==> config.mk <==
export PLATFORM = sky130hd
export DESIGN_NAME = tuner_port_and_freq_search
export DESIGN_NICKNAME = d
export VERILOG_FILES = /design/src/hw/tuner_pkg.sv /design/src/hw/passthrough_line.sv /design/src/hw/tuner_port_and_freq_search.sv
export VERILOG_INCLUDE_DIRS = /design/src /design/src/hw
export SDC_FILE = /design/constraint.sdc
export NUM_CORES = 1
export LEC_CHECK = 0
export BUFFER_PORTS_ARGS = -buffer_cell sky130_fd_sc_hd__clkbuf_2
export CAP_MARGIN = 25
export CORE_UTILIZATION = 57
export CTS_BUF_LIST = sky130_fd_sc_hd__clkbuf_8
export CTS_CLUSTER_SIZE = 28
export DETAILED_ROUTE_END_ITERATION = 8
export PLACE_DENSITY_LB_ADDON = 0.08
export SYNTH_ARGS = -nofsm -noshare
export SYNTH_HDL_FRONTEND = slang
export SYNTH_HIERARCHICAL = 1
export SYNTH_SLANG_ARGS = --single-unit
export TNS_END_PERCENT = 50
==> constraint.sdc <==
create_clock -name mclk_in -period 6.3 [get_ports mclk_in]
set_clock_uncertainty 0.15 [all_clocks]
set_input_delay 0.945 -clock mclk_in [delete_from_list [all_inputs] [get_ports mclk_in]]
set_output_delay 0.945 -clock mclk_in [all_outputs]
set_load 0.01 [all_outputs]
==> src/hw/tuner_map.svh <==
// Register offsets, field positions, reset values and counts of the tuner port block.
`ifndef TUNER_MAP_SVH
`define TUNER_MAP_SVH

// ********************************************************************
// Register offsets
// ********************************************************************
`define ADDR_INPUT_OFFSET_HIGH   8'h07
`define ADDR_INPUT_OFFSET_LOW    8'h08
`define ADDR_AUX_PORT_CONTROL    8'h14
`define ADDR_FREQ_SEARCH_RANGE   8'h25
`define ADDR_FREQ_SEARCH_OFFSET  8'h26
`define ADDR_MIXER_OFFSET_HIGH   8'h6f
`define ADDR_MIXER_OFFSET_MID    8'h70
`define ADDR_MIXER_OFFSET_LOW    8'h71
`define ADDR_CARRIER_OFFSET_HIGH 8'h72
`define ADDR_CARRIER_OFFSET_LOW  8'h73

// ********************************************************************
// Reset values
// ********************************************************************
`define AUX_CTRL_RESET_PASS      1'h0
`define AUX_CTRL_RESET_DIR       3'h4
`define AUX_CTRL_RESET_VALUE     3'h0
`define RANGE_RESET              7'h30
`define OFFSET_RESET             8'h00
`define READ_UNMAPPED            8'h00

// ********************************************************************
// Field positions and codes
// ********************************************************************
`define AUX_PASS_BIT             6
`define AUX_DIR_MSB              5
`define AUX_DIR_LSB              3
`define AUX_VALUE_MSB            2
`define AUX_VALUE_LSB            0
`define AUX_PASS_PINS            2
`define RANGE_MSB                6
`define RANGE_UNIT_SHIFT         2
`define IRQ_LOW_BAUD_END_BIT     6
`define STAT_HIGH_LOCK_BIT       0
`define DEC_BYTE_LOCK_BIT        2
`define DEC_CODE_RATE_MSB        6
`define DEC_CODE_RATE_LSB        4
`define READBACK_SYMBOL_RATE     8'h03
`define CODE_RATE_6_7_BIT        4
`define FOUND_RATE_DROP_LSB      2

// ********************************************************************
// Timing counts
// ********************************************************************
`define BRIDGE_SETTLE_LAST       2'h3

`endif

==> src/hw/tuner_pkg.sv <==
// Types shared by the tuner port block.
`default_nettype none
package tuner_pkg;

  // ******************************************************************
  // Carriers
  // ******************************************************************
  typedef struct packed {
    logic        demod_locked;
    logic        search_exhausted;
    logic [15:0] found_symbol_rate;
    logic [15:0] input_offset;
    logic [23:0] mixer_offset;
    logic [15:0] carrier_offset;
  } demod_result_t;

  typedef struct packed {
    logic       byte_align_lock;
    logic [2:0] code_rate;
  } decoder_result_t;

  typedef struct packed {
    logic signed [10:0] low;
    logic signed [10:0] high;
  } search_window_t;

  // ******************************************************************
  // Pass-through line states
  // ******************************************************************
  typedef enum logic [3:0] {
    BR_IDLE       = 4'h1,
    BR_TO_AUX     = 4'h2,
    BR_TO_PRIMARY = 4'h4,
    BR_SETTLE     = 4'h8
  } bridge_state_t;

endpackage : tuner_pkg
`default_nettype wire

==> src/hw/passthrough_line.sv <==
// One open-drain line of the bus pass-through between primary and auxiliary pins.
`timescale 1ns/100ps
`default_nettype none
`include "tuner_map.svh"

module passthrough_line (
  // Clock and reset
  input  wire logic mclk_in,
  input  wire logic rst_in,
  // Control
  input  wire logic enable_in,
  // Synchronised line levels
  input  wire logic aux_level_in,
  input  wire logic primary_level_in,
  // Drive requests
  output logic      drive_aux_low_out,
  output logic      drive_primary_low_out
);

  tuner_pkg::bridge_state_t state_q;
  tuner_pkg::bridge_state_t state_d;
  logic [1:0]               settle_q;

  // ******************************************************************
  // Direction arbitration
  // ******************************************************************
  // The side pulled low first is mirrored; our own drive is never fed back.
  always_comb
  begin
    state_d = state_q;
    unique case (state_q)
      tuner_pkg::BR_IDLE:
        if (enable_in && !primary_level_in)
          state_d = tuner_pkg::BR_TO_AUX;
        else if (enable_in && !aux_level_in)
          state_d = tuner_pkg::BR_TO_PRIMARY;
      tuner_pkg::BR_TO_AUX:
        if (!enable_in || primary_level_in)
          state_d = tuner_pkg::BR_SETTLE;
      tuner_pkg::BR_TO_PRIMARY:
        if (!enable_in || aux_level_in)
          state_d = tuner_pkg::BR_SETTLE;
      tuner_pkg::BR_SETTLE:
        if (settle_q == `BRIDGE_SETTLE_LAST)
          state_d = tuner_pkg::BR_IDLE;
      default:
        state_d = tuner_pkg::BR_IDLE;
    endcase
  end

  always_ff @(posedge mclk_in)
  begin
    if (rst_in)
      state_q <= tuner_pkg::BR_IDLE;
    else
      state_q <= state_d;
  end

  // Released lines need the synchroniser delay to read high again.
  always_ff @(posedge mclk_in)
  begin
    if (rst_in || state_q != tuner_pkg::BR_SETTLE)
      settle_q <= 2'h0;
    else
      settle_q <= settle_q + 2'h1;
  end

  assign drive_aux_low_out     = (state_q == tuner_pkg::BR_TO_AUX);
  assign drive_primary_low_out = (state_q == tuner_pkg::BR_TO_PRIMARY);

  AST_BRIDGE_ONE_WAY: assert property (
    @(posedge mclk_in) disable iff (rst_in)
    !(drive_aux_low_out && drive_primary_low_out))
    else $error("Pass-through drives both sides at once.");

  AST_BRIDGE_RELEASE: assert property (
    @(posedge mclk_in) disable iff (rst_in)
    !enable_in |=> !drive_aux_low_out && !drive_primary_low_out)
    else $error("Pass-through keeps driving after disable.");

endmodule : passthrough_line
`default_nettype wire

==> src/hw/tuner_port_and_freq_search.sv <==
// Tuner port, frequency search window and offset readout of the demodulator.
`timescale 1ns/100ps
`default_nettype none
`include "tuner_map.svh"


module tuner_port_and_freq_search (
  // Clock and reset
  input  wire logic                       mclk_in,
  input  wire logic                       rst_in,
  // Register access
  input  wire logic [7:0]                 reg_addr_in,
  input  wire logic [7:0]                 reg_wdata_in,
  input  wire logic                       reg_wr_in,
  input  wire logic                       reg_rd_in,
  output logic      [7:0]                 reg_rdata_out,
  // Auxiliary pins
  input  wire logic [2:0]                 aux_pin_in,
  output logic      [2:0]                 aux_pin_out,
  output logic      [2:0]                 aux_pin_oe_out,
  // Primary serial bus lines
  input  wire logic                       primary_bus_data_in,
  output logic                            primary_bus_data_out,
  output logic                            primary_bus_data_oe_out,
  input  wire logic                       primary_bus_clock_in,
  output logic                            primary_bus_clock_out,
  output logic                            primary_bus_clock_oe_out,
  // Demodulator and decoder core
  input  wire tuner_pkg::demod_result_t   demod_in,
  input  wire tuner_pkg::decoder_result_t decoder_in,
  input  wire logic                       dvb_mode_in,
  input  wire logic [7:0]                 code_rate_select_in,
  input  wire logic [7:0]                 readback_select_in,
  input  wire logic                       baud_end_clear_in,
  // Search control and status
  output var  tuner_pkg::search_window_t  search_window_out,
  output logic      [7:0]                 code_rate_search_out,
  output logic                            code_rate_search_forced_out,
  output logic      [7:0]                 demod_irq_low_out,
  output logic      [7:0]                 demod_status_high_out,
  output logic      [7:0]                 decoder_lock_status_out,
  output logic      [15:0]                monitor_readback_out,
  output logic      [13:0]                reacq_symbol_rate_out
);

  // ******************************************************************
  // Declarations
  // ******************************************************************
  logic                      pass_q;
  logic [2:0]                dir_q;
  logic [2:0]                pin_value_q;
  logic [6:0]                range_q;
  logic [7:0]                offset_q;
  logic [2:0]                aux_meta_q;
  logic [2:0]                aux_sync_q;
  logic [1:0]                prim_meta_q;
  logic [1:0]                prim_sync_q;
  logic [1:0]                drive_aux_low;
  logic [1:0]                drive_prim_low;
  logic [1:0]                prim_oe_q;
  logic [15:0]               input_offset_q;
  logic [15:0]               mixer_snap_q;
  logic [15:0]               carrier_snap_q;
  logic                      baud_end_q;
  logic                      ctrl_wr;
  logic [2:0]                dir_next;
  logic                      pass_next;
  logic [10:0]               range_span;
  logic [10:0]               offset_wide;
  logic [7:0]                rdata_q;
  logic [7:0]                rate_mask;
  tuner_pkg::search_window_t window_q;

  assign ctrl_wr   = reg_wr_in && (reg_addr_in == `ADDR_AUX_PORT_CONTROL);
  assign dir_next  = ctrl_wr ? reg_wdata_in[`AUX_DIR_MSB:`AUX_DIR_LSB] : dir_q;
  assign pass_next = ctrl_wr ? reg_wdata_in[`AUX_PASS_BIT] : pass_q;

  // ******************************************************************
  // Pin synchronisers
  // ******************************************************************
  always_ff @(posedge mclk_in)
  begin
    if (rst_in)
    begin
      aux_meta_q  <= 3'h7;
      aux_sync_q  <= 3'h7;
      prim_meta_q <= 2'h3;
      prim_sync_q <= 2'h3;
    end
    else
    begin
      aux_meta_q  <= aux_pin_in;
      aux_sync_q  <= aux_meta_q;
      prim_meta_q <= {primary_bus_data_in, primary_bus_clock_in};
      prim_sync_q <= prim_meta_q;
    end
  end

  // ******************************************************************
  // Port control register
  // ******************************************************************
  // The reserved top bit is not stored and reads back as zero.
  always_ff @(posedge mclk_in)
  begin
    if (rst_in)
    begin
      pass_q <= `AUX_CTRL_RESET_PASS;
      dir_q  <= `AUX_CTRL_RESET_DIR;
    end
    else if (ctrl_wr)
    begin
      pass_q <= reg_wdata_in[`AUX_PASS_BIT];
      dir_q  <= reg_wdata_in[`AUX_DIR_MSB:`AUX_DIR_LSB];
    end
  end

  // Input pins, and pins 0 and 1 in pass-through, follow the pin; other output pins hold the written level.
  always_ff @(posedge mclk_in)
  begin
    if (rst_in)
      pin_value_q <= `AUX_CTRL_RESET_VALUE;
    else
      for (int n = 0; n < 3; n++)
      begin
        if ((pass_next && n < `AUX_PASS_PINS) || !dir_next[n])
          pin_value_q[n] <= aux_sync_q[n];
        else if (ctrl_wr)
          pin_value_q[n] <= reg_wdata_in[n];
      end
  end

  // ******************************************************************
  // Pass-through and pin drivers
  // ******************************************************************
  passthrough_line u_data_line (
    .mclk_in               (mclk_in),
    .rst_in                (rst_in),
    .enable_in             (pass_q),
    .aux_level_in          (aux_sync_q[1]),
    .primary_level_in      (prim_sync_q[1]),
    .drive_aux_low_out     (drive_aux_low[1]),
    .drive_primary_low_out (drive_prim_low[1])
  );

  passthrough_line u_clock_line (
    .mclk_in               (mclk_in),
    .rst_in                (rst_in),
    .enable_in             (pass_q),
    .aux_level_in          (aux_sync_q[0]),
    .primary_level_in      (prim_sync_q[0]),
    .drive_aux_low_out     (drive_aux_low[0]),
    .drive_primary_low_out (drive_prim_low[0])
  );

  always_ff @(posedge mclk_in)
  begin
    if (rst_in)
    begin
      aux_pin_out    <= 3'h0;
      aux_pin_oe_out <= 3'h0;
    end
    else
      for (int n = 0; n < 3; n++)
      begin
        if (pass_q && n < `AUX_PASS_PINS)
        begin
          aux_pin_out[n]    <= 1'b0;
          aux_pin_oe_out[n] <= drive_aux_low[n];
        end
        else
        begin
          aux_pin_out[n]    <= pin_value_q[n];
          aux_pin_oe_out[n] <= dir_q[n];
        end
      end
  end

  always_ff @(posedge mclk_in)
  begin
    if (rst_in)
      prim_oe_q <= 2'h0;
    else
      prim_oe_q <= drive_prim_low;
  end

  assign primary_bus_data_out     = 1'b0;
  assign primary_bus_clock_out    = 1'b0;
  assign primary_bus_data_oe_out  = prim_oe_q[1];
  assign primary_bus_clock_oe_out = prim_oe_q[0];

  // ******************************************************************
  // Frequency search window
  // ******************************************************************
  always_ff @(posedge mclk_in)
  begin
    if (rst_in)
    begin
      range_q  <= `RANGE_RESET;
      offset_q <= `OFFSET_RESET;
    end
    else if (reg_wr_in && reg_addr_in == `ADDR_FREQ_SEARCH_RANGE)
      range_q <= reg_wdata_in[`RANGE_MSB:0];
    else if (reg_wr_in && reg_addr_in == `ADDR_FREQ_SEARCH_OFFSET)
      offset_q <= reg_wdata_in;
  end

  // Range is rescaled from eighths to thirty-seconds of a MHz.
  assign range_span  = {4'h0, range_q} << `RANGE_UNIT_SHIFT;
  assign offset_wide = {{3{offset_q[7]}}, offset_q};

  always_ff @(posedge mclk_in)
  begin
    if (rst_in)
      window_q <= '0;
    else
    begin
      window_q.low  <= $signed(offset_wide - range_span);
      window_q.high <= $signed(offset_wide + range_span);
    end
  end

  assign search_window_out = window_q;

  // ******************************************************************
  // Offset measurements
  // ******************************************************************
  always_ff @(posedge mclk_in)
  begin
    if (rst_in)
      input_offset_q <= 16'h0000;
    else if (demod_in.demod_locked)
      input_offset_q <= demod_in.input_offset;
  end

  // Reading the coarse high byte freezes the other four error bytes.
  always_ff @(posedge mclk_in)
  begin
    if (rst_in)
    begin
      mixer_snap_q   <= 16'h0000;
      carrier_snap_q <= 16'h0000;
    end
    else if (reg_rd_in && reg_addr_in == `ADDR_MIXER_OFFSET_HIGH)
    begin
      mixer_snap_q   <= demod_in.mixer_offset[15:0];
      carrier_snap_q <= demod_in.carrier_offset;
    end
  end

  // ******************************************************************
  // Register read
  // ******************************************************************
  always_ff @(posedge mclk_in)
  begin
    if (rst_in)
      rdata_q <= `READ_UNMAPPED;
    else if (reg_rd_in)
      unique case (reg_addr_in)
        `ADDR_INPUT_OFFSET_HIGH:   rdata_q <= input_offset_q[15:8];
        `ADDR_INPUT_OFFSET_LOW:    rdata_q <= input_offset_q[7:0];
        `ADDR_AUX_PORT_CONTROL:    rdata_q <= {1'b0, pass_q, dir_q, pin_value_q};
        `ADDR_FREQ_SEARCH_RANGE:   rdata_q <= {1'b0, range_q};
        `ADDR_FREQ_SEARCH_OFFSET:  rdata_q <= offset_q;
        `ADDR_MIXER_OFFSET_HIGH:   rdata_q <= demod_in.mixer_offset[23:16];
        `ADDR_MIXER_OFFSET_MID:    rdata_q <= mixer_snap_q[15:8];
        `ADDR_MIXER_OFFSET_LOW:    rdata_q <= mixer_snap_q[7:0];
        `ADDR_CARRIER_OFFSET_HIGH: rdata_q <= carrier_snap_q[15:8];
        `ADDR_CARRIER_OFFSET_LOW:  rdata_q <= carrier_snap_q[7:0];
        default:                   rdata_q <= `READ_UNMAPPED;
      endcase
  end

  assign reg_rdata_out = rdata_q;

  // ******************************************************************
  // Search results and status
  // ******************************************************************
  always_ff @(posedge mclk_in)
  begin
    if (rst_in)
      baud_end_q <= 1'b0;
    else if (demod_in.search_exhausted)
      baud_end_q <= 1'b1;
    else if (baud_end_clear_in)
      baud_end_q <= 1'b0;
  end

  assign rate_mask = 8'h01 << `CODE_RATE_6_7_BIT;

  always_ff @(posedge mclk_in)
  begin
    if (rst_in)
    begin
      code_rate_search_out        <= 8'h00;
      code_rate_search_forced_out <= 1'b0;
      demod_status_high_out       <= 8'h00;
      decoder_lock_status_out     <= 8'h00;
      monitor_readback_out        <= 16'h0000;
      reacq_symbol_rate_out       <= 14'h0000;
    end
    else
    begin
      code_rate_search_out <= dvb_mode_in ? (code_rate_select_in & ~rate_mask)
                                          : code_rate_select_in;
      code_rate_search_forced_out <=
        (code_rate_select_in & (code_rate_select_in - 8'h01)) != 8'h00;
      demod_status_high_out <= 8'h00;
      demod_status_high_out[`STAT_HIGH_LOCK_BIT] <= demod_in.demod_locked;
      decoder_lock_status_out <= 8'h00;
      decoder_lock_status_out[`DEC_BYTE_LOCK_BIT] <= decoder_in.byte_align_lock;
      decoder_lock_status_out[`DEC_CODE_RATE_MSB:`DEC_CODE_RATE_LSB] <=
        decoder_in.byte_align_lock ? decoder_in.code_rate : 3'h0;
      monitor_readback_out <= (readback_select_in == `READBACK_SYMBOL_RATE)
                              ? demod_in.found_symbol_rate : 16'h0000;
      reacq_symbol_rate_out <= demod_in.found_symbol_rate[15:`FOUND_RATE_DROP_LSB];
    end
  end

  always_comb
  begin
    demod_irq_low_out = 8'h00;
    demod_irq_low_out[`IRQ_LOW_BAUD_END_BIT] = baud_end_q;
  end

  // ******************************************************************
  // Checks
  // ******************************************************************
  AST_PASS_IGNORES_DIR: assert property (
    @(posedge mclk_in) disable iff (rst_in)
    pass_q && !drive_aux_low[0] |=> !aux_pin_oe_out[0])
    else $error("Aux pin 0 driven in pass-through without request.");

  AST_PIN2_DIR_IN_PASS: assert property (
    @(posedge mclk_in) disable iff (rst_in)
    pass_q |=> aux_pin_oe_out[2] == $past(dir_q[2]))
    else $error("Aux pin 2 direction lost in pass-through.");

  AST_OUTPUT_DRIVES_VALUE: assert property (
    @(posedge mclk_in) disable iff (rst_in)
    !pass_q && dir_q[0] |=> aux_pin_oe_out[0] && aux_pin_out[0] == $past(pin_value_q[0]))
    else $error("Output pin 0 does not show its value bit.");

  AST_INPUT_RELEASED: assert property (
    @(posedge mclk_in) disable iff (rst_in)
    !pass_q && !dir_q[2] |=> !aux_pin_oe_out[2])
    else $error("Input pin 2 is being driven.");

  AST_INPUT_FOLLOWS: assert property (
    @(posedge mclk_in) disable iff (rst_in)
    !pass_q && !dir_q[1] && !ctrl_wr |=> pin_value_q[1] == $past(aux_sync_q[1]))
    else $error("Input pin 1 value bit does not follow the pin.");

  AST_RESET_STATE: assert property (
    @(posedge mclk_in)
    $past(rst_in) |-> !pass_q && dir_q == `AUX_CTRL_RESET_DIR && !pin_value_q[2] &&
      range_q == `RANGE_RESET)
    else $error("Port control or range not at reset value.");

  AST_WINDOW_SPAN: assert property (
    @(posedge mclk_in) disable iff (rst_in)
    $stable(range_q) && $stable(offset_q) |=>
      window_q.high - window_q.low == {2'h0, $past(range_q), 2'h0} + {2'h0, $past(range_q), 2'h0})
    else $error("Search window width is not twice the range.");

  AST_OFFSET_HOLD_UNLOCKED: assert property (
    @(posedge mclk_in) disable iff (rst_in)
    !demod_in.demod_locked |=> $stable(input_offset_q))
    else $error("Input offset changed while unlocked.");

  AST_BLOCK_READ_FROZEN: assert property (
    @(posedge mclk_in) disable iff (rst_in)
    reg_rd_in && reg_addr_in == `ADDR_MIXER_OFFSET_HIGH |=>
      carrier_snap_q == $past(demod_in.carrier_offset))
    else $error("Error bytes not captured with the coarse high byte.");

  AST_NO_6_7_IN_DVB: assert property (
    @(posedge mclk_in) disable iff (rst_in)
    dvb_mode_in |=> !code_rate_search_out[`CODE_RATE_6_7_BIT])
    else $error("Code rate 6/7 searched in DVB mode.");

  AST_BAUD_END_STICKY: assert property (
    @(posedge mclk_in) disable iff (rst_in)
    demod_in.search_exhausted |=> demod_irq_low_out[`IRQ_LOW_BAUD_END_BIT] ##1
      (demod_irq_low_out[`IRQ_LOW_BAUD_END_BIT] || $past(baud_end_clear_in)))
    else $error("Baud-end flag not raised or lost without a clear.");

  AST_CODE_RATE_GATED: assert property (
    @(posedge mclk_in) disable iff (rst_in)
    !decoder_in.byte_align_lock |=> decoder_lock_status_out[6:4] == 3'h0 && !decoder_lock_status_out[2])
    else $error("Code rate shown without decoder lock.");

endmodule : tuner_port_and_freq_search
`default_nettype wire

Yosys cells after proc, flatten, opt, wreduce, memory -nomap -nowiden
Index checks and enable logic that the tools add are counted.

Add/subtract/negate cells: 5. Equality and inequality tests: 32. Mux-type cells: 25. Bitwise logic cells: 4. Reductions and logical operators: 34.

Operators with widths (count): $pmux W8 S10 (1); $eq A8 B7 Y1 const B (5); $mux W4 (10); $pmux W4 S4 (2); $eq A8 B6 Y1 const B (2); $add A8 B10 Y11 (1); $mux W1 (11); $sub A8 B10 Y11 (1); $ne A2 B2 Y1 const B (5); $and A8 B8 Y8 (1); $eq A4 B1 Y1 const B (2); $eq A4 B2 Y1 const B (2); $eq A4 B3 Y1 const B (2); $eq A4 B4 Y1 const B (2); $eq A8 B2 Y1 const B (1); $eq A8 B3 Y1 const B (1); $eq A8 B4 Y1 const B (1); $eq A8 B5 Y1 const B (1); $logic_and A1 B1 Y1 (8); $logic_or A1 B1 Y1 (8); $ne A4 B4 Y1 const B (2); $reduce_and A4 Y1 (2); $reduce_bool A8 Y1 (1); $reduce_or A2 Y1 (4); other kinds (10) (24).

Bits in registers: 186. Input bits: 121. Output and inout bits: 103. Logic and storage cells: 136.

Longest topological paths before layout
Gate-level depths: netlist of run 1.

Word-level depth: 6. Depth in mapped cells: 8. Mapped depth without buffers: 8.

Hierarchy
Netlist of run 1, hierarchy kept.

Modules (own cells, without submodules): tuner_port_and_freq_search (instances 1, cells an instance 697, area an instance 6591.3 µm², seq. area each 3203.1 µm²); passthrough_line (instances 2, cells an instance 37, area an instance 354.1 µm², seq. area each 120.1 µm²).

Worst setup path before layout of run 1
OpenSTA, ideal clock, no wires.

Path type: input -> register. Start point: in reg_addr_in[0]. End point: reg rdata_q[7], in the netlist reg_rdata_out[7]. Library setup time: 0.117 ns. Data arrival time: 2.235 ns. Data required time: 6.033 ns. Path slack: 3.798 ns. Stages on the path: 5. Buffers on the path: 1. Cells stage by stage: buf_2 > mux4_2 > a222oi_1 > nand3_1 > a22o_1.

Cells in the longest elaborated chain, start to end: 2. Elaborated cells between the ends (all ways): 11. Classes of those cells: eq/ne: 10; mux: 1.

RTL lines: start: declaration (RTL line tuner_port_and_freq_search.sv:12) `input wire logic [7:0] reg_addr_in,`; $eq A8 B7 Y1, or another cell as far along (RTL line tuner_port_and_freq_search.sv:258) `unique case (reg_addr_in)`; $pmux W8 S10 (*) (RTL line tuner_port_and_freq_search.sv:258); end signal: assignment (RTL line tuner_port_and_freq_search.sv:259) `` `ADDR_INPUT_OFFSET_HIGH: rdata_q <= input_offset_q[15:8]; ``; end signal: assignment (RTL line tuner_port_and_freq_search.sv:260) `` `ADDR_INPUT_OFFSET_LOW: rdata_q <= input_offset_q[7:0]; ``; end signal: assignment (RTL line tuner_port_and_freq_search.sv:261) `` `ADDR_AUX_PORT_CONTROL: rdata_q <= {1'b0, pass_q, dir_q, pin_value_q}; ``; end: declaration (RTL line tuner_port_and_freq_search.sv:70) `logic [7:0] rdata_q;`.

Every way passes the cells marked *; elsewhere a longest branch is shown, timed or not. A chain may end at the register's enable or synchronous reset.

Final worst setup path of run 1
Start point: in reg_addr_in[0]. End point: reg carrier_snap_q[4].

Cells in the longest elaborated chain, start to end: 2.

RTL lines: $eq A8 B7 Y1; $logic_and A1 B1 Y1 (no line); end signal: assignment (RTL line tuner_port_and_freq_search.sv:246) `carrier_snap_q <= demod_in.carrier_offset;`; end: declaration (RTL line tuner_port_and_freq_search.sv:63) `logic [15:0] carrier_snap_q;`.

No other way between the ends.

==> results.md, run 1 <==
* Max clock buf depth at 2
* Warnings from Yosys at 6
* Pwr/cell area at 234 nW/um2
* Share of the synthesized area in the top cell type at 0.472
* Area leader, netlist: dfxtp_1
* Buffers added on ports at 203
* Total GRT Usage at 0.279
* Fillcell total at 963
* Total Wirelength at 18.1 mm
* Initial antenna violation count at 0
* Worst-Margin Slew at 1000 ps
* Gpl congestion at 0.907
* Hold Crit Depth at 1
* Syn_area_per_cell at 9.47 um2
* Register area share after synthesis at 0.472
* Critical path's largest stage delay at 690 ps
* Post-cts repair resize count at 0
* Setup-failing EPs final at 0
* Overall Power at 2040 uW
* Hold Vio Cnt, Final at 0
* Synth unique cells at 71
* Pin count of the biggest net entering global routing at 102
* Critical Path Source Type: input pin
* Vias per cell at 5.48
* Worst hold start: prim_meta_q[0]
* Initial Util at 0.595
* CTS tree: yes
* Worst hold path type: register to register
* Vias in the first global route at 5878
* R2R Path Start: offset_q[2]
* Placeable Area at 12300 um2
* Worst-path cell chain: clkbuf_2, nand4_1, nor2_2, nand2_1, nand2_1, a21oi_1
* First-pass GRT wire length at 28.3 mm
* CTS root buf: clkbuf_8
* Postcts setup bufs at 0
* Crit path capture type: register
* VDD IR max at 180 uV
* GR Overflow Total at 0
* Drt first pass iters at 6
* Die width at 115 um
* Slew margin rel. at 0.332
* Tmin final at 2770 ps
* # clock sinks at 172
* Status: finished, final reports clean
* Hpwl dp at 13.3 mm
* Residual DRC at 0
* Leakage power at 0.00396 uW
* CTS Hold Bufs at 0
* Detailed Route Iter0 Violations at 581
* Clock slew at reported path FFs at 80 ps
* F_max at 360 MHz
* Row cnt at 40
* Period utilisation layout at 0.440
* CP Data Required Time at 6450 ps
* Final Max Tran Viols at 0
* Crit. Startpoint: reg_addr_in[0]
* Die height at 115 um
* Worst Setup Path Type: input pin to register
* Fraction of layout cells with a size suffix above 1 at 0.281
* Most frequent CP cell: nand2_1
* Reported max-cap violation count at 0
* Storage cell area at 3440 um2
* Number of synthesized register bits at 172
* Die area at 13300 um2
* Area of the multi-input gates at 3530 um2
* Syn Inst Count at 771
* Async set or reset register ratio after synthesis at 0
* Layout area overhead at 19.6%
* ANT cells at 0
* Most frequent cells in the layout: 202 x clkbuf_2, 172 x dfxtp_1, 88 x nand2_1
* Critical path fanouts, max at 32
* Later-pin clock latency in the skew report at 460 ps
* RSZ-0062 raised after global routing: false
* Routed wire length per instance at 15.9 um
* Total via count in the routed design at 6226
* Cell types occupying the most area after synthesis: dfxtp_1 47%, mux2i_1 5.2%, nand2_1 4.5%, nor2b_1 3.6%, a21oi_1 3.4%
* Setup_tns at 0 ps
* Worst Reg-to-Reg Cells at 7
* Ports at 224
* Nets@finish at 1097
* Critical path's slowest cell: nand2_1
* TritonCTS Buffers at 17
* Post-Syn Area at 7300 um2
* Most common cell after layout, fill and taps aside: clkbuf_2
* Final ANT Viol Nets at 0
* Arrival time of the worst setup path at 2930 ps
* Post-synth EDFFs at 0
* H-tree levels at 4
* Main synth FF type: dfxtp_1
-- worst max-delay path, delay by kind of cell --
kind	cells	cell delay, ps
and+or+nand+nor	4	1560
buffers and inverters	1	320
AOI/OAI and AO/OA	1	90
-- flip-flops by register name (all words and copies together) (netlist names), 3 cells and up --
name	cells
pin_value_q	3
search_window_out	19
reacq_symbol_rate_out	14
monitor_readback_out	16
input_offset_q	16
code_rate_search_out	8
aux_sync_q	3
aux_pin_oe_out	3
u_data_line/state_q	4
dir_q	3
reg_rdata_out	8
u_clock_line/state_q	4
offset_q	8
aux_pin_out	3
range_q	7
decoder_lock_status_out	4
carrier_snap_q	16
mixer_snap_q	16
aux_meta_q	3
-- area by class of cell --
cell class	instances	share of cell area
inverter	19	0.00817
multi-input combinational	539	0.404
sequential	172	0.394
clock inverter	13	0.0165
tap	168	0.0241
timing repair buffer	207	0.123
clock buffer	19	0.0300
-- worst paths after layout --
| path | end | slack [ps] |
|---|---|---|
| max | carrier_snap_q[4] | 3530 |
| min | prim_sync_q[0] | 260 |
| max reg2reg | search_window_out[8] | 4000 |
| min reg2reg | prim_sync_q[0] | 260 |
-- layer usage --
layer,GRT usage,vias to the layer above,wire [um]
li1,-,3005,-
met1,0.346,2913,7520
met2,0.452,271,8720
met3,0.0775,37,1440
met4,0.126,0,436
met5,0,-,0
-- synthesized netlist by cell type (3+ instances only) --
library cell  number
nor3b_2            3
buf_4             24
nor4_1             3
o32a_1             4
a21oi_1           49
nor3_2             3
a31oi_1            7
a222oi_1           3
a22oi_1           19
o21a_1             5
a22o_1             9
nand2_1           88
or3_1              9
nor3b_1            9
o221ai_1           3
mux2i_1           38
a21o_1             5
inv_1             18
ha_1              18
nor2_1            48
nor3_1            13
xnor2_1            4
o21ai_0           21
dfxtp_1          172
nand2b_1           6
and2_1            32
buf_1              7
or2_2             11
o22ai_1            3
clkbuf_1          19
buf_2             10
nor2b_1           42
nand3_1           10
-- cell families (layout without fill, tap and decap cells) --
kind of cell             after synthesis  in the layout  synth area share
AND/OR/NAND/NOR                      302            302             0.232
flip-flops                           172            172             0.472
AO/OA/AOI/OAI                        149            149             0.137
buffers and inverters                 79            258            0.0547
multiplexers                          41             41            0.0598
adder cells (fa/ha/maj)               22             22            0.0391
XOR/XNOR                               5              5           0.00600
other                                  1             20          0.000514
-- power breakdown --
part,internal [uW],switching [uW]
Clock,375,397
Combinational,66.4,82.5
Sequential,1110,13.4
-- per-stage QoR --
step	setup WS (ps)	hold WS [ps]	std cells	area, um2	utilization
after floorplan	3800	239	790	7370	-
after global placement	3070	242	1102	8280	0.675
after detailed placement	2940	244	1102	8280	0.675
after CTS	3440	264	1134	8680	0.708
after global routing	3310	277	1137	8730	0.712
final	3530	263	1137	8730	0.712
Power figures use the tool's default switching activity.
==> run 2, diff against run 1 <==
--- a/config.mk
+++ b/config.mk
@@ -6,9 +6,10 @@
 export SDC_FILE = /design/constraint.sdc
 export NUM_CORES = 1
 export LEC_CHECK = 0
+export ABC_AREA = 1
 export BUFFER_PORTS_ARGS = -buffer_cell sky130_fd_sc_hd__clkbuf_2
 export CAP_MARGIN = 25
-export CORE_UTILIZATION = 57
+export CORE_UTILIZATION = 53
 export CTS_BUF_LIST = sky130_fd_sc_hd__clkbuf_8
 export CTS_CLUSTER_SIZE = 28
 export DETAILED_ROUTE_END_ITERATION = 8
==> constraint.sdc (replaced) <==
create_clock -name mclk_in -period 2.75 [get_ports mclk_in]
set_clock_uncertainty 0.15 [all_clocks]
set_input_delay 0.4125 -clock mclk_in [delete_from_list [all_inputs] [get_ports mclk_in]]
set_output_delay 0.4125 -clock mclk_in [all_outputs]
set_load 0.01 [all_outputs]
==> run 2 against run 1 <==
Net effect: global-route usage shrank 1.7 points; clock power grew 130%; count of clock-buffer cells in the layout shrank 2; critical endpoint is now search_window_out[19].
==> results.md, run 2 <==
* Buffers added on ports at 203
* Main synth FF type: dfxtp_1
* H-tree levels at 4
* Detailed Route Iter0 Violations at 413
* Setup-failing EPs final at 0
* Post-Syn Area at 7500 um2
* CP Data Required Time at 2960 ps
* Setup_tns at 0 ps
* First-pass GRT wire length at 29.9 mm
* Hold path endpoint: input_offset_q[11]
* Most frequent cells in the layout: 203 x clkbuf_2, 172 x dfxtp_1, 147 x nor2_1
* Area leader, netlist: dfxtp_1
* Placeable Area at 13800 um2
* Async set or reset register ratio after synthesis at 0
* Leakage power at 0.00446 uW
* CTS root buf: clkbuf_8
* Total GRT Usage at 0.262
* Hold Vio Cnt, Final at 0
* Worst hold path type: input pin to register
* Most common cell after layout, fill and taps aside: clkbuf_2
* Final Max Tran Viols at 0
* Worst Reg-to-Reg Cells at 10
* R2R Path Start: offset_q[2]
* Reported max-cap violation count at 0
* Status: finished, final reports clean
* Final ANT Viol Nets at 0
* Period utilisation layout at 0.751
* Max reg flops at 19
* Slew margin rel. at 0.455
* Util after Layout at 0.666
* Warnings from Yosys at 6
* Nets@finish at 1351
* Die width at 121 um
* Worst-Margin Slew at 817 ps
* Critical Path Source Type: register
* Vias in the first global route at 6278
* VDD IR max at 416 uV
* Die area at 14600 um2
* Synth unique cells at 42
* Crit path capture type: register
* Syn_area_per_cell at 7.56 um2
* Initial antenna violation count at 0
* Arrival time of the worst setup path at 2270 ps
* Layout area overhead at 22.7%
* Tmin final at 2070 ps
* Later-pin clock latency in the skew report at 460 ps
* Share of the synthesized area in the top cell type at 0.459
* Vias per cell at 4.95
* Postcts setup bufs at 0
* ANT cells at 0
* Residual DRC at 0
* Critical path fanouts, max at 4
* Worst Setup Path Type: register to register
* RSZ-0062 raised after global routing: false
* Total via count in the routed design at 6948
* GR Overflow Total at 0
* Non-filler cells, final at 1403
* Row cnt at 43
* Overall Power at 5220 uW
* CTS tree: yes
* Initial Util at 0.543
* Routed wire length per instance at 13.3 um
* # clock sinks at 172
* Gpl congestion at 0.847
* Worst flop-to-flop path endpoint: search_window_out[19]
* Clock slew at reported path FFs at 100 ps
* Max clock buf depth at 2
* Cell types occupying the most area after synthesis: dfxtp_1 46%, nor2_1 7.4%, nand3_1 6.9%, inv_1 6.6%, nand2_1 5.5%
* TritonCTS Buffers at 17
* Commonest cells in the netlist: 172 x dfxtp_1, 147 x nor2_1, 132 x inv_1
* Total Wirelength at 18.6 mm
* Register area share after synthesis at 0.459
* Fraction of layout cells with a size suffix above 1 at 0.244
* Pwr/cell area at 567 nW/um2
* Post-place setup slack at 694 ps
* Drt first pass iters at 4
* Ports at 224
* Fin worst setup slack at 684 ps
* Reg-to-reg slack, setup at 680 ps
* Number of synthesized register bits at 172
* DP Cell Count at 1340
* Hpwl dp at 13.1 mm
* F_max at 484 MHz
* Hold Crit Depth at 3
* Post-synth EDFFs at 0
* Syn Inst Count at 993
* Die height at 121 um
* Worst hold start: demod_in[51]
* Top-count cell post-synth: dfxtp_1
* Pin count of the biggest net entering global routing at 79
==> run 2: area by class of cell <==
type	instances	area [um2]
Clock buffer	17	234
Clock inverter	15	168
Fill cell	1189	4620
Inverter	137	514
Multi-Input combinational cell	643	3260
Sequential cell	172	3440
Tap cell	180	225
Timing Repair Buffer	239	1360
==> run 2: repair_timing <==
action,4_1_cts,5_1_grt
endpoints found under the hold margin,44,0
setup endpoints to repair,0,0
resized for setup,0,0
hold buffers,31,0
==> run 2: power by group <==
part / internal, uW / total, uW / switching [uW]
sequential: 2590 / 2650 / 59.7
clock: 767 / 1800 / 1030
combinational: 298 / 772 / 474
total: 3660 / 5220 / 1560
==> run 2: metal layers <==
metal | GRT usage | routed length [um]
met5 | 0 | 0
met4 | 0.110 | 440
met2 | 0.422 | 8680
met1 | 0.337 | 8400
met3 | 0.0559 | 1080
==> run 2: worst max-delay path by stage <==
stage | startpoint | end | slack [ps] | cells past startpoint
after global routing | range_q[2] | search_window_out[10] | 530 | 7
after global placement | offset_q[7] | search_window_out[20] | 720 | 9
after detailed placement | reg_addr_in[7] | range_q[1] | 690 | 7
after floorplan | offset_q[2] | search_window_out[19] | 930 | 10
after CTS | offset_q[2] | search_window_out[19] | 730 | 10
final | offset_q[2] | search_window_out[19] | 680 | 10
==> run 2: kinds of logic (layout without fill, tap and decap cells) <==
logic type,after synthesis,in the layout,synth area share
AO/OA/AOI/OAI,182,182,0.130
buffers and inverters,197,408,0.117
adder cells (fa/ha/maj),20,20,0.0353
flip-flops,172,172,0.459
other,1,20,0.000500
AND/OR/NAND/NOR,421,421,0.258
==> run 2: worst max-delay path, stage by stage (launching register included) <==
cell      delay [ps]
dfxtp_1          400
inv_1             80
ha_1             200
fa_1             410
nand3b_1         180
nand2_1          140
nand2_1           70
nand2_1           60
a21oi_1           70
o21ai_0          160
a21oi_1           60
==> run 2: stage by stage <==
stage | hold slack (ps) | instance area, um2
final | 23.8 | 9210
after global routing | 6.61 | 9210
after CTS | 1.18 | 9210
after detailed placement | 244 | 8490
after global placement | 241 | 8490
after floorplan | 239 | 7580
==> run 3, diff against run 2 <==
--- a/config.mk
+++ b/config.mk
@@ -9,7 +9,7 @@
 export ABC_AREA = 1
 export BUFFER_PORTS_ARGS = -buffer_cell sky130_fd_sc_hd__clkbuf_2
 export CAP_MARGIN = 25
-export CORE_UTILIZATION = 53
+export CORE_UTILIZATION = 48
 export CTS_BUF_LIST = sky130_fd_sc_hd__clkbuf_8
 export CTS_CLUSTER_SIZE = 28
 export DETAILED_ROUTE_END_ITERATION = 8
==> constraint.sdc (replaced) <==
create_clock -name mclk_in -period 1.9 [get_ports mclk_in]
set_clock_uncertainty 0.15 [all_clocks]
set_input_delay 0.285 -clock mclk_in [delete_from_list [all_inputs] [get_ports mclk_in]]
set_output_delay 0.285 -clock mclk_in [all_outputs]
set_load 0.01 [all_outputs]
==> run 3 against run 2 <==
Net effect: design area rose by 12%; maximum frequency rose by 15%; cell count rose by 8.8%; die area increased by 10%; non-clock buffer count rose by 93; first-iteration DRC count is 17% lower; highest routed layer unchanged.
==> results.md, run 3 (synthesis gave the netlist of run 2 again) <==
* Critical path fanouts, max at 3
* Overall Power at 7920 uW
* Nets@finish at 1444
* Critical path's largest stage delay at 350 ps
* Pin count of the biggest net entering global routing at 79
* F_max at 557 MHz
* Worst hold path type: input pin to register
* Global-route layer with the greatest usage: met2
* Clock slew at reported path FFs at 100 ps
* Pwr/cell area at 771 nW/um2
* Fraction of layout cells with a size suffix above 1 at 0.264
* Die width at 127 um
* Crit path capture type: register
* VDD IR max at 537 uV
* Tmin final at 1800 ps
* # clock sinks at 172
* Reported max-cap violation count at 0
* Initial Util at 0.492
* Ports at 224
* Die height at 127 um
* Hpwl dp at 13.7 mm
* RSZ-0062 raised after global routing: true
* M2 GR Usage at 0.438
* Gpl congestion at 0.828
* Most common cell after layout, fill and taps aside: clkbuf_2
* Buffers added on ports at 203
* Row cnt at 45
* Final Max Tran Viols at 0
* Vias per cell at 4.81
* Final ANT Viol Nets at 0
* Worst-path cell chain: inv_1, ha_2, fa_2, nand3b_1, nand2_2, nand2_1, nand2_1, a21oi_2, o21ai_1, a21oi_1
* Leakage power at 0.00495 uW
* TritonCTS Buffers at 17
* Most frequent cells in the layout: 203 x clkbuf_2, 167 x dfxtp_1, 147 x nor2_1
* CTS tree: yes
* GR Layer Usage met1 at 0.331
* Setup_tns at 0 ps
* Setup-failing EPs final at 0
* Total via count in the routed design at 7339
* Global routing usage on met3 at 0.0532
* Total Wirelength at 20.4 mm
* Total GRT Usage at 0.262
* Placeable Area at 15300 um2
* Routed wire length per instance at 13.3 um
* Die area at 16100 um2
* Hold Vio Cnt, Final at 0
* Arrival time of the worst setup path at 2010 ps
* Detailed Route Iter0 Violations at 342
* Residual DRC at 0
* Max reg flops at 19
* H-tree levels at 4
* Status: finished, final reports clean
* CP Data Required Time at 2110 ps
* Vias in the first global route at 7001
* CTS root buf: clkbuf_8
* Fillcell total at 1319
* Critical Path Source Type: register
* Most frequent CP cell: nand2_1
* Layout area overhead at 36.9%
* Worst Setup Path Type: register to register
* First-pass GRT wire length at 33.3 mm
* Period utilisation layout at 0.946
* Drt first pass iters at 5
* Later-pin clock latency in the skew report at 480 ps
* Critical path's slowest cell: dfxtp_2
* ANT cells at 0
* GR Overflow Total at 0
* Max clock buf depth at 2
* Initial antenna violation count at 0
==> run 3: layer usage <==
metal	vias up	wire length, um
met5	-	0
met3	39	958
li1	3762	-
met4	0	631
met1	3303	9010
met2	235	9780
==> run 3: repair_timing <==
action | CTS | global route
buffers inserted | 0 | 1
gates cloned | 0 | 0
hold buffers | 95 | 0
pin swaps | 0 | 2
endpoints found under the hold margin | 106 | 0
gates resized for setup | 1 | 23
endpoints found under the setup margin | 1 | 10
==> run 3: final cells by class <==
cell class,instances,area (um2),area share
clock buffers,17,234,0.0228
inverters,137,514,0.0500
flip-flops and latches,172,3450,0.336
multi-input cells,643,3320,0.323
clock inverters,15,216,0.0211
well taps,211,264,0.0257
repair buffers,332,2270,0.221
==> run 3: power by group <==
group | switching [uW] | total, uW | internal [uW]
sequential | 88.3 | 3840 | 3750
clock | 1550 | 2820 | 1270
combinational | 726 | 1260 | 534
total | 2370 | 7920 | 5550
==> run 3: final timing paths <==
kind	from	endpoint	slack, ps	cells past startpoint
min reg2reg	aux_meta_q[1]	aux_sync_q[1]	260	1
max reg2reg	offset_q[2]	search_window_out[19]	100	10
max	offset_q[2]	search_window_out[19]	100	10
min	reg_wdata_in[6]	pass_q	40	3
==> run 3: critical path: cells and delay by family (launching register included) <==
kind,cells,cell delay [ps]
AO/OA/AOI/OAI,3,240
adder cells (fa/ha/maj),2,520
buffers and inverters,1,60
flip-flops,1,350
AND/OR/NAND/NOR,4,380
==> run 3: through the flow <==
stage,instance area [um2],utilization,std cells,setup slack (ps),hold WS [ps]
after global routing,10300,0.673,1527,-23.0,16.8
after global placement,8790,0.576,1399,2.93,243
after floorplan,7580,-,1012,84.5,204
after CTS,10200,0.668,1526,4.92,7.01
final,10300,0.673,1527,104,43.0
after detailed placement,8790,0.576,1399,-11.6,246
